### config.mk
export PLATFORM = sky130hd
export DESIGN_NAME = power_mode_controller
export DESIGN_NICKNAME = d
export VERILOG_FILES = /design/src/rtl/pmc_pkg.sv /design/src/rtl/power_mode_controller.sv /design/src/rtl/ram_guard.sv
export SDC_FILE = /design/constraint.sdc
export NUM_CORES = 1
export LEC_CHECK = 0
export BUFFER_PORTS_ARGS = -buffer_cell sky130_fd_sc_hd__buf_4
export CAP_MARGIN = 20
export CORE_MARGIN = 2
export CORE_UTILIZATION = 37
export DETAILED_ROUTE_END_ITERATION = 8
export PLACE_DENSITY = 0.78
export SYNTH_ARGS = -nofsm -noshare
export SYNTH_HDL_FRONTEND = slang
export SYNTH_HIERARCHICAL = 1
export SYNTH_SLANG_ARGS = --single-unit
### constraint.sdc
create_clock -name clock_i -period 1.9 [get_ports clock_i]
set_input_delay 0.19 -clock clock_i [delete_from_list [all_inputs] [get_ports clock_i]]
set_output_delay 0.19 -clock clock_i [all_outputs]
set_load 0.02 [all_outputs]
### src/rtl/pmc_pkg.sv
// package of the power mode controller: modes, timing, carriers
// assumes a 10 MHz cpu clock and synchronous pin inputs
`default_nettype none
package pmc_pkg;

	// ****************************************************************
	// constants
	// ****************************************************************
	localparam int CLK_PERIOD_NS = 100;
	localparam int WAKE_PULSE_NS = 40;
	localparam int WAKE_PULSE_CYC = (WAKE_PULSE_NS + CLK_PERIOD_NS - 1) /
		CLK_PERIOD_NS < 1 ? 1 : (WAKE_PULSE_NS + CLK_PERIOD_NS - 1) /
		CLK_PERIOD_NS;
	localparam int WAKE_CFG_POS = 5;
	localparam int NUM_FAST_IRQ = 8;
	localparam logic STANDBY_RAM_EN_RST = 1'h0;
	localparam logic LP_OSC_SEL_RST = 1'h0;
	localparam logic STANDBY_SEL_RST = 1'h1;
	localparam logic DIP_HOLD_RST = 1'h0;

	// ****************************************************************
	// types
	// ****************************************************************
	typedef enum logic [2:0] {
		ST_RUN = 3'h0,
		ST_DRAIN = 3'h1,
		ST_IDLE = 3'h2,
		ST_PD_PROT = 3'h3,
		ST_PD_INT = 3'h4
	} mode_t;

	typedef enum logic [1:0] {
		REQ_NONE = 2'h0,
		REQ_IDLE = 2'h1,
		REQ_PD = 2'h2
	} req_t;

	// wake sources of interruptible power-down
	typedef struct packed {
		logic [NUM_FAST_IRQ-1:0] fast_irq;
		logic rtc_irq;
		logic can_irq;
		logic i2c_irq;
	} wake_src_t;

	// gating outputs toward the clock tree and oscillators
	typedef struct packed {
		logic cpu_run;
		logic periph_run;
		logic wdt_run;
		logic main_osc_run;
		logic rtc_run;
	} gate_t;

endpackage : pmc_pkg
`default_nettype wire

### src/rtl/power_mode_controller.sv
// power mode controller: idle, power-down, standby ram guard
// assumes pins synchronous to clock_i; reset_n_i is the device reset
// Notes on behaviour
// - idle stops cpu, peripherals keep running
// - power-down stops cpu and all peripherals
// - modes start only by protected instructions
// - pending external bus cycle finishes first
// - refuse entry if enabled ready missed
// - any interrupt ends idle, resume after
// - power-down stops clock and watchdog too
// - low-power oscillator selected stops main oscillator in power-down
// - main oscillator only stays on for rtc
// - low-power oscillator adopted once detected, kept until disabled
// - wake config bit zero selects protected
// - protected entry needs nmi pin low
// - protected exit only by external reset
// - wake config bit one selects interruptible
// - interruptible entry needs enabled pins inactive
// - interruptible wakes on reset, pin, rtc, bus
// - in reset ram disabled and frozen
// - clearing enable freezes ram until set
// - reset switches ram onto standby supply
// - collapsing supply keeps ram frozen regardless
// - enable set, supply dip causes no switch
`timescale 1ns/1ps
`default_nettype none
module power_mode_controller #(
	parameter int NUM_IRQ = pmc_pkg::NUM_FAST_IRQ
) (
	input wire logic clock_i,
	input wire logic reset_n_i,
	input wire pmc_pkg::req_t instr_req_i,
	input wire logic bus_busy_i,
	input wire logic ready_en_i,
	input wire logic ready_pol_i,
	input wire logic ready_last_i,
	input wire logic [7:0] system_config_register_i,
	input wire logic regulator_shutdown_bit_i,
	input wire logic nmi_n_i,
	input wire logic irq_req_i,
	input wire logic return_from_interrupt_instr_i,
	input wire logic [NUM_IRQ-1:0] fast_irq_en_i,
	input wire logic [NUM_IRQ-1:0] fast_irq_pol_i,
	input wire pmc_pkg::wake_src_t wake_i,
	input wire logic lp_osc_present_i,
	input wire logic lp_osc_disable_i,
	input wire logic ram_en_set_i,
	input wire logic ram_en_clr_i,
	input wire logic core_ok_i,
	output pmc_pkg::mode_t mode_o,
	output pmc_pkg::gate_t gate_o,
	output logic req_refused_o,
	output logic resume_next_o,
	output logic lp_osc_sel_o,
	output logic ram_en_o,
	output logic ram_frozen_o,
	output logic ram_on_standby_o
);
	import pmc_pkg::*;

	// refuse pin counts that the wake carrier cannot hold
	generate
		if (NUM_IRQ < 1 || NUM_IRQ > NUM_FAST_IRQ) begin : g_bad_irq
			$error("NUM_IRQ out of range");
		end
	endgenerate

	mode_t mode_r;
	mode_t mode_nxt;
	req_t pend_r;
	logic refused_r;
	logic resume_r;
	logic lp_sel_r;
	gate_t gate_r;
	logic [NUM_IRQ-1:0] pin_act;
	logic ready_ok;
	logic pins_quiet;
	logic any_wake;
	logic wake_cfg;

	// ****************************************************************
	// entry qualifiers
	// ****************************************************************
	// active level of each fast interrupt pin
	generate
		for (genvar i = 0; i < NUM_IRQ; i++) begin : g_pin
			assign pin_act[i] = fast_irq_en_i[i] &&
				(wake_i.fast_irq[i] == fast_irq_pol_i[i]);
		end
	endgenerate

	assign ready_ok = !ready_en_i || (ready_last_i == ready_pol_i);
	assign pins_quiet = ~|pin_act;
	assign wake_cfg = system_config_register_i[WAKE_CFG_POS];
	// a pin counts at one sampled cycle, which covers the 40 ns pulse
	assign any_wake = |pin_act || wake_i.rtc_irq || wake_i.can_irq ||
		wake_i.i2c_irq;

	// ****************************************************************
	// mode controller
	// ****************************************************************
	// next mode
	always_comb begin
		mode_nxt = mode_r;
		unique case (mode_r)
			ST_RUN: begin
				if (instr_req_i != REQ_NONE)
					mode_nxt = ST_DRAIN;
			end
			ST_DRAIN: begin
				if (!bus_busy_i) begin
					if (!ready_ok)
						mode_nxt = ST_RUN;
					else if (pend_r == REQ_IDLE)
						mode_nxt = ST_IDLE;
					else if (!wake_cfg && !nmi_n_i)
						mode_nxt = ST_PD_PROT;
					else if (wake_cfg && pins_quiet)
						mode_nxt = ST_PD_INT;
					else
						mode_nxt = ST_RUN;
				end
			end
			ST_IDLE: begin
				if (irq_req_i)
					mode_nxt = ST_RUN;
			end
			ST_PD_PROT: begin
				mode_nxt = ST_PD_PROT;
			end
			ST_PD_INT: begin
				if (any_wake)
					mode_nxt = ST_RUN;
			end
			default: mode_nxt = ST_RUN;
		endcase
	end

	// state register, reset leaves every power-down
	always_ff @(posedge clock_i or negedge reset_n_i) begin
		if (!reset_n_i) begin
			mode_r <= ST_RUN;
		end else begin
			mode_r <= mode_nxt;
		end
	end

	// captured request kind
	always_ff @(posedge clock_i or negedge reset_n_i) begin
		if (!reset_n_i) begin
			pend_r <= REQ_NONE;
		end else if (mode_r == ST_RUN) begin
			pend_r <= instr_req_i;
		end
	end

	// refusal flag: pulse when drain ends back in run
	always_ff @(posedge clock_i or negedge reset_n_i) begin
		if (!reset_n_i) begin
			refused_r <= 1'h0;
		end else begin
			refused_r <= (mode_r == ST_DRAIN) && !bus_busy_i &&
				(mode_nxt == ST_RUN);
		end
	end

	// resume after idle: held until the interrupt return completes
	always_ff @(posedge clock_i or negedge reset_n_i) begin
		if (!reset_n_i) begin
			resume_r <= 1'h0;
		end else if (mode_r == ST_IDLE && irq_req_i) begin
			resume_r <= 1'h1;
		end else if (return_from_interrupt_instr_i) begin
			resume_r <= 1'h0;
		end
	end

	// rtc reference: low-power oscillator latched once seen
	always_ff @(posedge clock_i or negedge reset_n_i) begin
		if (!reset_n_i) begin
			lp_sel_r <= LP_OSC_SEL_RST;
		end else if (lp_osc_present_i) begin
			lp_sel_r <= 1'h1;
		end else if (lp_osc_disable_i) begin
			lp_sel_r <= 1'h0;
		end
	end

	// ****************************************************************
	// clock gating
	// ****************************************************************
	// registered gates from the next mode
	always_ff @(posedge clock_i or negedge reset_n_i) begin
		if (!reset_n_i) begin
			gate_r <= '{cpu_run: 1'h1, periph_run: 1'h1, wdt_run: 1'h1,
				main_osc_run: 1'h1, rtc_run: 1'h1};
		end else begin
			gate_r.cpu_run <= (mode_nxt == ST_RUN) ||
				(mode_nxt == ST_DRAIN);
			gate_r.periph_run <= (mode_nxt == ST_RUN) ||
				(mode_nxt == ST_DRAIN) || (mode_nxt == ST_IDLE);
			gate_r.wdt_run <= (mode_nxt == ST_RUN) ||
				(mode_nxt == ST_DRAIN) || (mode_nxt == ST_IDLE);
			gate_r.main_osc_run <= !((mode_nxt == ST_PD_PROT ||
				mode_nxt == ST_PD_INT) && lp_sel_r);
			gate_r.rtc_run <= 1'h1; // rtc keeps counting
		end
	end

	assign mode_o = mode_r;
	assign gate_o = gate_r;
	assign req_refused_o = refused_r;
	assign resume_next_o = resume_r;
	assign lp_osc_sel_o = lp_sel_r;

	// software is expected to have set regulator_shutdown_bit_i
	logic reg_unused;
	assign reg_unused = regulator_shutdown_bit_i;

	// ****************************************************************
	// retained ram guard
	// ****************************************************************
	ram_guard u_ram_guard (
		.clock_i(clock_i),
		.reset_n_i(reset_n_i),
		.ram_en_set_i(ram_en_set_i),
		.ram_en_clr_i(ram_en_clr_i),
		.core_ok_i(core_ok_i),
		.ram_en_o(ram_en_o),
		.ram_frozen_o(ram_frozen_o),
		.ram_on_standby_o(ram_on_standby_o)
	);
endmodule : power_mode_controller
`default_nettype wire

### src/rtl/ram_guard.sv
// retained ram freeze and supply switch
// assumes reset_n_i is the device reset and core_ok_i the supply monitor
`timescale 1ns/1ps
`default_nettype none
module ram_guard (
	input wire logic clock_i,
	input wire logic reset_n_i,
	input wire logic ram_en_set_i,
	input wire logic ram_en_clr_i,
	input wire logic core_ok_i,
	output logic ram_en_o,
	output logic ram_frozen_o,
	output logic ram_on_standby_o
);
	import pmc_pkg::*;

	logic ram_en_r;
	logic stby_r;
	logic dip_hold_r;

	// ****************************************************************
	// enable bit
	// ****************************************************************
	// cleared in reset, set only by software
	always_ff @(posedge clock_i or negedge reset_n_i) begin
		if (!reset_n_i) begin
			ram_en_r <= STANDBY_RAM_EN_RST;
		end else if (ram_en_clr_i) begin
			ram_en_r <= 1'h0;
		end else if (ram_en_set_i) begin
			ram_en_r <= 1'h1;
		end
	end

	// supply selection: standby from reset until core is up again
	always_ff @(posedge clock_i or negedge reset_n_i) begin
		if (!reset_n_i) begin
			stby_r <= STANDBY_SEL_RST;
		end else if (core_ok_i) begin
			stby_r <= 1'h0;
		end
	end

	// a collapse that starts while disabled keeps the freeze until core is up
	always_ff @(posedge clock_i or negedge reset_n_i) begin
		if (!reset_n_i) begin
			dip_hold_r <= DIP_HOLD_RST;
		end else begin
			dip_hold_r <= !core_ok_i && (dip_hold_r || !ram_en_r);
		end
	end

	// freeze: enable cleared, in reset, or supply collapsing while disabled
	assign ram_frozen_o = !reset_n_i || !ram_en_r || dip_hold_r;
	// a dip with the bit set leaves the ram on the core supply
	assign ram_on_standby_o = stby_r ||
		(!core_ok_i && (!ram_en_r || dip_hold_r));
	assign ram_en_o = ram_en_r;
endmodule : ram_guard
`default_nettype wire

# After elaboration in Yosys (flattened, before gate mapping)
# Index checks and enable logic that the tools add are counted.
[word_totals]
inputBits = 52
wordCells = 86
reg_bits = 14
out_inout_bits = 14
[op_classes]
mux = 15
n_eq_ne = 18
reduce_logical = 42
[op_table]
columns = ["operator", "n"]
rows = [
  ["2-to-1 mux 3 bit", 8],
  ["logical AND 1 bit", 15],
  ["one-hot mux 3 bit (5 select lines)", 1],
  ["== test 3 x 2 -> 1 bit (second input constant)", 4],
  ["logical OR 1 bit", 11],
  ["== test 1 bit", 9],
  ["zero test 1 bit", 9],
  ["nonzero test 2 bit", 4],
  ["OR reduction 8 bit", 1],
  ["== test 3 x 1 -> 1 bit (second input constant)", 2],
  ["== test 3 bit (second input constant)", 2],
  ["zero test 3 bit", 2],
  ["2-to-1 mux 1 bit", 6],
  ["== test 2 x 1 -> 1 bit (second input constant)", 1],
]

# Depth between registers and ports, before layout
# Gate-level depths: netlist of run 1.
[logic_depth]
depth_word = 15
depth_mapped = 5

# Hierarchy
# The synthesis of run 1 kept the hierarchy.
[by_module_without_submodules]
columns = ["mod", "instances", "area_per_inst_um2", "cells_per_inst"]
rows = [
  ["power_mode_controller", 1, 641.9, 61],
  ["ram_guard", 1, 122.6, 10],
]

# Worst setup path before layout of run 1
# Ideal clock, no wire load.
[synth_path]
path_type = "register to register"
from = "reg mode_r[1], in the netlist mode_o[1]"
to = "reg refused_r, in the netlist req_refused_o"
t_arrival_ns = 1.526
n_path_buf = 0
setup_time_ns = 0.126
required_ns = 1.774
path_stages_with_launch = 6
setup_slack_ns = 0.248
cell_sequence = "dfrtp_1 or4b_4 a21oi_2 a31oi_1 nor2_4 nor4_1"
[synth_via]
elab_chain_len = 4
elab_cells_between_ends = 13
classes_between = "4 x eq/ne; 5 x mux; 4 x reduce/logical"
[synth_rtl]
columns = ["element", "line_no", "rtl"]
rows = [
  ["start, declared", "power_mode_controller.sv:68", "mode_t mode_r;"],
  ["start signal, assigned", "power_mode_controller.sv:144", "mode_r <= mode_nxt;"],
  ["== test 3 bit, or another cell as far along", "power_mode_controller.sv:105", "unique case (mode_r)"],
  ["one-hot mux 3 bit (5 select lines) (*)", "power_mode_controller.sv:105", ""],
  ["via mode_nxt[2]", "power_mode_controller.sv:69", "mode_t mode_nxt;"],
  ["zero test 3 bit (*)", "power_mode_controller.sv:163", "(mode_nxt == ST_RUN);"],
  ["logical AND 1 bit (*)", "power_mode_controller.sv:162", "refused_r <= (mode_r == ST_DRAIN) && !bus_busy_i &&"],
  ["end signal, assigned", "power_mode_controller.sv:162", ""],
  ["end, declared", "power_mode_controller.sv:71", "logic refused_r;"],
]
# The timed path passes the listed nets; every way through them passes the cells marked *.
# A chain may end at the register's enable or synchronous reset.

# Worst setup path in the final report of run 1
# Same ends and word-level chain as after synthesis.

==> summary.md, run 1 <==
| Metric | Value |
|---|---|
| Status | finished clean |
| Pre-antenna DRT Iters | 6 |
| Resized Gates After CTS | 0 |
| Yosys reg bits | 14 |
| Port bufs | 56 |
| Final min period | ~1700 ps |
| Final cycle utilization of the critical path | roughly 90% |
| Worst setup EP type | flop |
| Design Power | between 0.001 and 0.0015 W |
| Clock Latency Late Sink | between 200 and 300 ps |
| Max Slew Vio Count | 0 |
| Ys Warns | 6 |
| Critical Path RT | a little over 2000 ps |
| Routed Antenna Nets | 0 |
| Antenna cells | 0 |
| Num Clock Sinks | 14 |
| Gate Count Post-Synth | 71 |
| Synth unique cells | 32 |
| Multiplexer share of the synthesized area | ~2.9% |
| HPWL Detailed | approximately 1600 um |
| Pleak | just under 0.6 nW |
| Initial core utilization | about two fifths |
| Die Wd | 49.5 um |
| Critical path class | reg2reg |
| WHS Path Cells | 2 |
| Largest net degree at the start of global routing | 16 |
| Fmax achieved | 0.598 GHz |
| CTS Root Cell | clkbuf_4 |
| Hold bufs inserted after CTS | 1 |
| Max Clock Skew | just under 0.3 ps |
| Final #Nets | about 180 |
| Vias per cell | 4.60 |
| R2R cell count | 5 |
| Full die area | 2450 um2 |
| Syn nets | 123 |
| Worst R2R Setup Slack | about 230 ps |
| Rows | 16 |
| Number of antenna violations at the first check in global routing | 0 |
| Final instance area | between 1000 and 1500 um2 |
| Ports | 66 |
| H-tree levels | 1 |
| Core area | 1960 um2 |
| Sequential fraction of the synthesis area | between 40% and 50% |
| Post-placement cell area | between 1000 and 1500 um2 |
| Pwr dens | approximately 940 nW/um2 |
| CTS buffer count | 3 |
| DR iter-0 viols | 16 |
| CTS tree | done |
| Via count | 717 |
| CP arrival | approximately 1800 ps |
| Setup TNS | 0 ps |
| RR Startpoint | mode_o[1] |
| DRC viols | 0 |
| Mapped Area | approximately 760 um2 |
| Final WL | about 1800 um |
| Pre-CTS WS | between 200 and 250 ps |
| MaxCap Viol Count | 0 |
| Adder-cell area share of the yosys netlist | 0% |
| Hold path startpoint | core_ok_i |
| WHS Endpoint | u_ram_guard/stby_r |
| Clock transition at path regs | 70 ps |
| Drt wl/cell | 11.7 um |
| Vert. Die Dim | slightly below 50 um |
| End of the worst register-to-register path | req_refused_o |
| Post-CTS Setup Bufs | 0 |
| Simple-Gate Fraction of Synth Area | about a fifth |
| XOR/XNOR Fraction of Synth Area | 10.3% |
| Combinational family with the most area after synthesis | simple AND/OR/NAND/NOR gates |
| Number of global-route vias before repair | ~780 |
| HP Class | in2reg |
| Post-Syn Area per Cell | about 11 um2 |
| Unrepaired setup endpoints after global routing | no |
| Final setup vio count | 0 |
| GR Overflow Total | 0 |
| GPL Wtd Cong | between 0.8 and 0.9 |
| Worst setup SP type | flop |
| Worst vdd ir | 0.000602 V |
| Layout area overhead | 61.7% |
| Peak fanout along the critical path | 6 |
| GRT Total Usage | 16.7% |
| Complex-gate fraction of the synthesized area | 16.5% |
| Setup slack after layout | between 200 and 250 ps |
| First-pass GRT wire length | around 3200 um |
| Clk buf depth | 2 |
| Layout cells sized above 1 | roughly 58% |
| Final hold viol count | 0 |
cell usage in the layout, fill, tap and decap left out, types with 2 or more instances in the layout:
cell type	synthesis	final
inv_1	4	4
clkbuf_4	0	3
mux2_2	2	2
buf_4	2	56
nand2_1	3	3
o21ai_0	2	2
nor2_1	8	8
dfstp_2	4	4
or2_2	2	2
dfrtp_1	10	10
a22oi_1	3	3
nor2b_1	3	3
xnor2_1	8	8
how the worst max path moves through the flow:
stage,start,end,cells after the start,slack [ps]
final,mode_o[1],req_refused_o,5,230
after detailed placement,mode_o[1],req_refused_o,5,250
after global routing,mode_o[1],req_refused_o,5,150
after global placement,mode_o[1],req_refused_o,5,250
after CTS,mode_o[1],req_refused_o,5,220
after floorplan,mode_o[1],req_refused_o,5,250
state kept, by name (all words and copies together) (netlist names):
name / flops
req_refused_o: 1
lp_osc_sel_o: 1
u_ram_guard/dip_hold_r: 1
gate_o: 3
resume_next_o: 1
u_ram_guard/stby_r: 1
u_ram_guard/ram_en_o: 1
mode_o: 3
pend_r: 2
critical path: stages (launching register included):
cell and delay [ps]:
dfrtp_1 430, or4b_4 570, a21oi_2 160, a31oi_1 150, nor2_4 190, nor4_1 60
area by class of cell:
class / count / area, um2
Sequential cell: 14 / 355
Inverter: 4 / 15.0
Multi-Input combinational cell: 51 / 379
Clock buffer: 3 / 22.5
Timing Repair Buffer: 57 / 430
Fill cell: 175 / 726
Tap cell: 27 / 33.8
cell families (layout without fill, tap and decap cells):
kind of cell | after synthesis | after routing
flops | 14 | 14
simple gates | 24 | 24
other cells | 1 | 1
buf+inv | 6 | 64
compound gates | 15 | 15
xor+xnor | 9 | 9
mux | 2 | 2
routing by layer:
metal / vias up / global-route usage, % / part of all wire, %
met4: 0 / 6.48 / 0.66
met3: 2 / 6.06 / 6.3
li1: 360 / - / -
met5: - / 0 / 0
met1: 331 / 17.5 / 38
met2: 24 / 30.2 / 55
where the power goes:
part           total [W]  switching, W  internal, W
sequential      0.000457     0.0000580     0.000399
clock           0.000151     0.0000782    0.0000732
combinational   0.000555      0.000267     0.000287
total            0.00116      0.000404     0.000760
synthesized netlist by cell type, drive strengths merged:
cell type,n,area share (%)
nand2,3,1.5
nor2b,4,4.3
o21bai,1,1.5
inv,4,2.0
a22oi,3,2.9
dfstp,4,14
o21a,1,0.98
a31oi,1,0.82
or2,2,1.6
a222oi,1,1.3
nor2,9,5.4
conb,1,0.49
or4b,1,1.8
and2,1,1.1
mux2,2,2.9
a2111oi,1,1.1
xnor2,8,9.2
nor4,1,0.82
a32o,1,1.3
xor2,1,1.1
dfrtp,10,33
o2bb2ai,1,2.0
o21ai,3,2.5
nand4,1,0.82
a21o,1,0.98
nand2b,1,0.82
buf,2,2.0
nor4b,1,1.1
a21oi,1,1.1
through the flow:
step | instances | hold slack, ps | utilization (%)
CTS | 156 | 48.5 | 63.0
global route | 156 | 44.7 | 63.0
global placement | 152 | 44.8 | 61.4
finish | 156 | 63.0 | 63.0
detailed placement | 152 | 46.7 | 61.4
floorplan | 71 | -106 | -
(Power assumes the default switching activity.)
==> run 2, diff against run 1 <==
--- a/config.mk
+++ b/config.mk
@@ -10,7 +10,9 @@
 export CORE_MARGIN = 2
 export CORE_UTILIZATION = 37
 export DETAILED_ROUTE_END_ITERATION = 8
+export MAX_ROUTING_LAYER = met4
 export PLACE_DENSITY = 0.78
+export SETUP_SLACK_MARGIN = 0.4
 export SYNTH_ARGS = -nofsm -noshare
 export SYNTH_HDL_FRONTEND = slang
 export SYNTH_HIERARCHICAL = 1
==> summary.md, run 2 (synthesis results as in run 1) <==
| Metric | Value |
|---|---|
| Status | finished clean |
| HP Class | in2reg |
| Layout area overhead | 69.7% |
| CTS Root Cell | clkbuf_4 |
| Port bufs | 56 |
| Num Clock Sinks | 14 |
| Most common cell after layout, fill and taps aside | buf_4 |
| Ports | between 60 and 70 |
| Worst setup EP type | flop |
| Critical Path RT | between 2000 and 2500 ps |
| Routed Antenna Nets | 0 |
| Clk buf depth | 2 |
| Unrepaired setup endpoints after global routing | yes |
| Number of antenna violations at the first check in global routing | 0 |
| Final min period | around 1600 ps |
| Clock Latency Late Sink | between 200 and 300 ps |
| Final #Nets | ~190 |
| Initial core utilization | between 30% and 40% |
| Final cycle utilization of the critical path | 83.6% |
| Pleak | about 0.61 nW |
| Final setup vio count | 0 |
| Final instance area | between 1000 and 1500 um2 |
| Die Wd | 49.5 um |
| Final hold viol count | 0 |
| Pre-CTS WS | 312 ps |
| Largest net degree at the start of global routing | 16 |
| Max Slew Vio Count | 0 |
| Worst setup SP type | flop |
| R2R cell count | 5 |
| Vias per cell | about 4.6 |
| First-pass GRT wire length | ~3300 um |
| Placed cells | 152 |
| Pwr dens | 968 nW/um2 |
| Critical path class | reg2reg |
| CTS buffer count | 3 |
| GPL Wtd Cong | 0.825 |
| Rows | 16 |
| Via count | approximately 740 |
| WHS Endpoint | u_ram_guard/stby_r |
| Full die area | about 2400 um2 |
| GRT Total Usage | between 10% and 20% |
| HPWL Detailed | around 1600 um |
| DRC viols | 0 |
| Final WL | 1920 um |
| Fmax achieved | 0.630 GHz |
| WHS Path Cells | 2 |
| RR Startpoint | mode_o[2] |
| Layout cells sized above 1 | a little over three fifths |
| Worst R2R Setup Slack | ~310 ps |
| CP arrival | 1800 ps |
| Post-placement cell area | roughly 1200 um2 |
| MaxCap Viol Count | 0 |
| Design Power | roughly 0.0013 W |
| Number of global-route vias before repair | 758 |
| DR iter-0 viols | 14 |
| Worst vdd ir | about 0.00058 V |
| Vert. Die Dim | between 40 and 50 um |
| Pre-antenna DRT Iters | 4 |
| End of the worst register-to-register path | gate_o[1] |
| Clock transition at path regs | about 80 ps |
| Core area | 1960 um2 |
| Peak fanout along the critical path | 4 |
| Most frequent cells in the layout | buf_4 (58), nor2_1 (8), xnor2_1 (8) |
| Setup TNS | 0 ps |
| Antenna cells | 0 |
| CTS tree | done |
| Max Clock Skew | roughly 5.5 ps |
| Non-Filler Instances | between 150 and 200 |
| GR Overflow Total | 0 |
| Hold path startpoint | core_ok_i |
| Setup slack after layout | ~310 ps |
| H-tree levels | 1 |
| Drt wl/cell | approximately 12 um |
-- run 2: cell count changes in the layout (fill, tap and decap cells not counted), sizes merged --
cell,previous run,this run
buf,56,58
clkbuf,3,4
-- run 2: metal layers --
layer / GRT usage (%) / part of all wire [%] / vias to the layer above
met5: - / 0 / -
met4: 7.41 / 1.2 / 0
met3: 6.97 / 5.9 / 5
met2: 30.2 / 51 / 26
met1: 20.5 / 42 / 339
li1: - / - / 369
-- run 2: layout make-up --
class | instances | area (um2)
Clock buffer | 4 | 36.3
Multi-Input combinational cell | 51 | 408
Timing Repair Buffer | 59 | 445
Inverter | 4 | 15.0
Sequential cell | 14 | 359
Fill cell | 171 | 664
Tap cell | 27 | 33.8
-- run 2: stage by stage --
stage                     utilization [%]  hold slack, ps
final                                66.1            49.9
after global routing                 66.1            38.5
after CTS                            66.1            39.3
after detailed placement             62.2            46.7
after global placement               62.2            43.9
after floorplan                         -            -106
-- run 2: how the worst max path moves through the flow --
stage / cells after the start / slack, ps / startpoint / to
2_1_floorplan: 5 / 330 / mode_o[2] / gate_o[1]
3_3_place_gp: 5 / 320 / mode_o[2] / req_refused_o
3_5_place_dp: 5 / 310 / mode_o[2] / req_refused_o
4_1_cts: 5 / 320 / mode_o[2] / req_refused_o
5_1_grt: 5 / 260 / mode_o[2] / gate_o[1]
6_report: 5 / 310 / mode_o[2] / gate_o[1]
-- run 2: worst max-delay path: stages, from the launching register on --
cell       delay (ps)
dfrtp_2           400
or4b_4            540
a21oi_4           170
o2bb2ai_2         170
and2_4            190
o21ai_2            50
-- run 2: repair_timing --
action,4_1_cts,5_1_grt
pin swaps,2,2
endpoints found under the setup margin,5,5
endpoints found under the hold margin,14,0
resized for setup,2,1
buffers inserted,2,0
hold buffers,1,0
-- run 2: report_power, final --
part	leakage, nW	switching [W]	total (W)	internal (W)
Clock	0.0210	0.0000893	0.000206	0.000117
Sequential	0.162	0.0000518	0.000455	0.000403
Combinational	0.426	0.000291	0.000596	0.000304
Total	0.610	0.000433	0.00126	0.000824
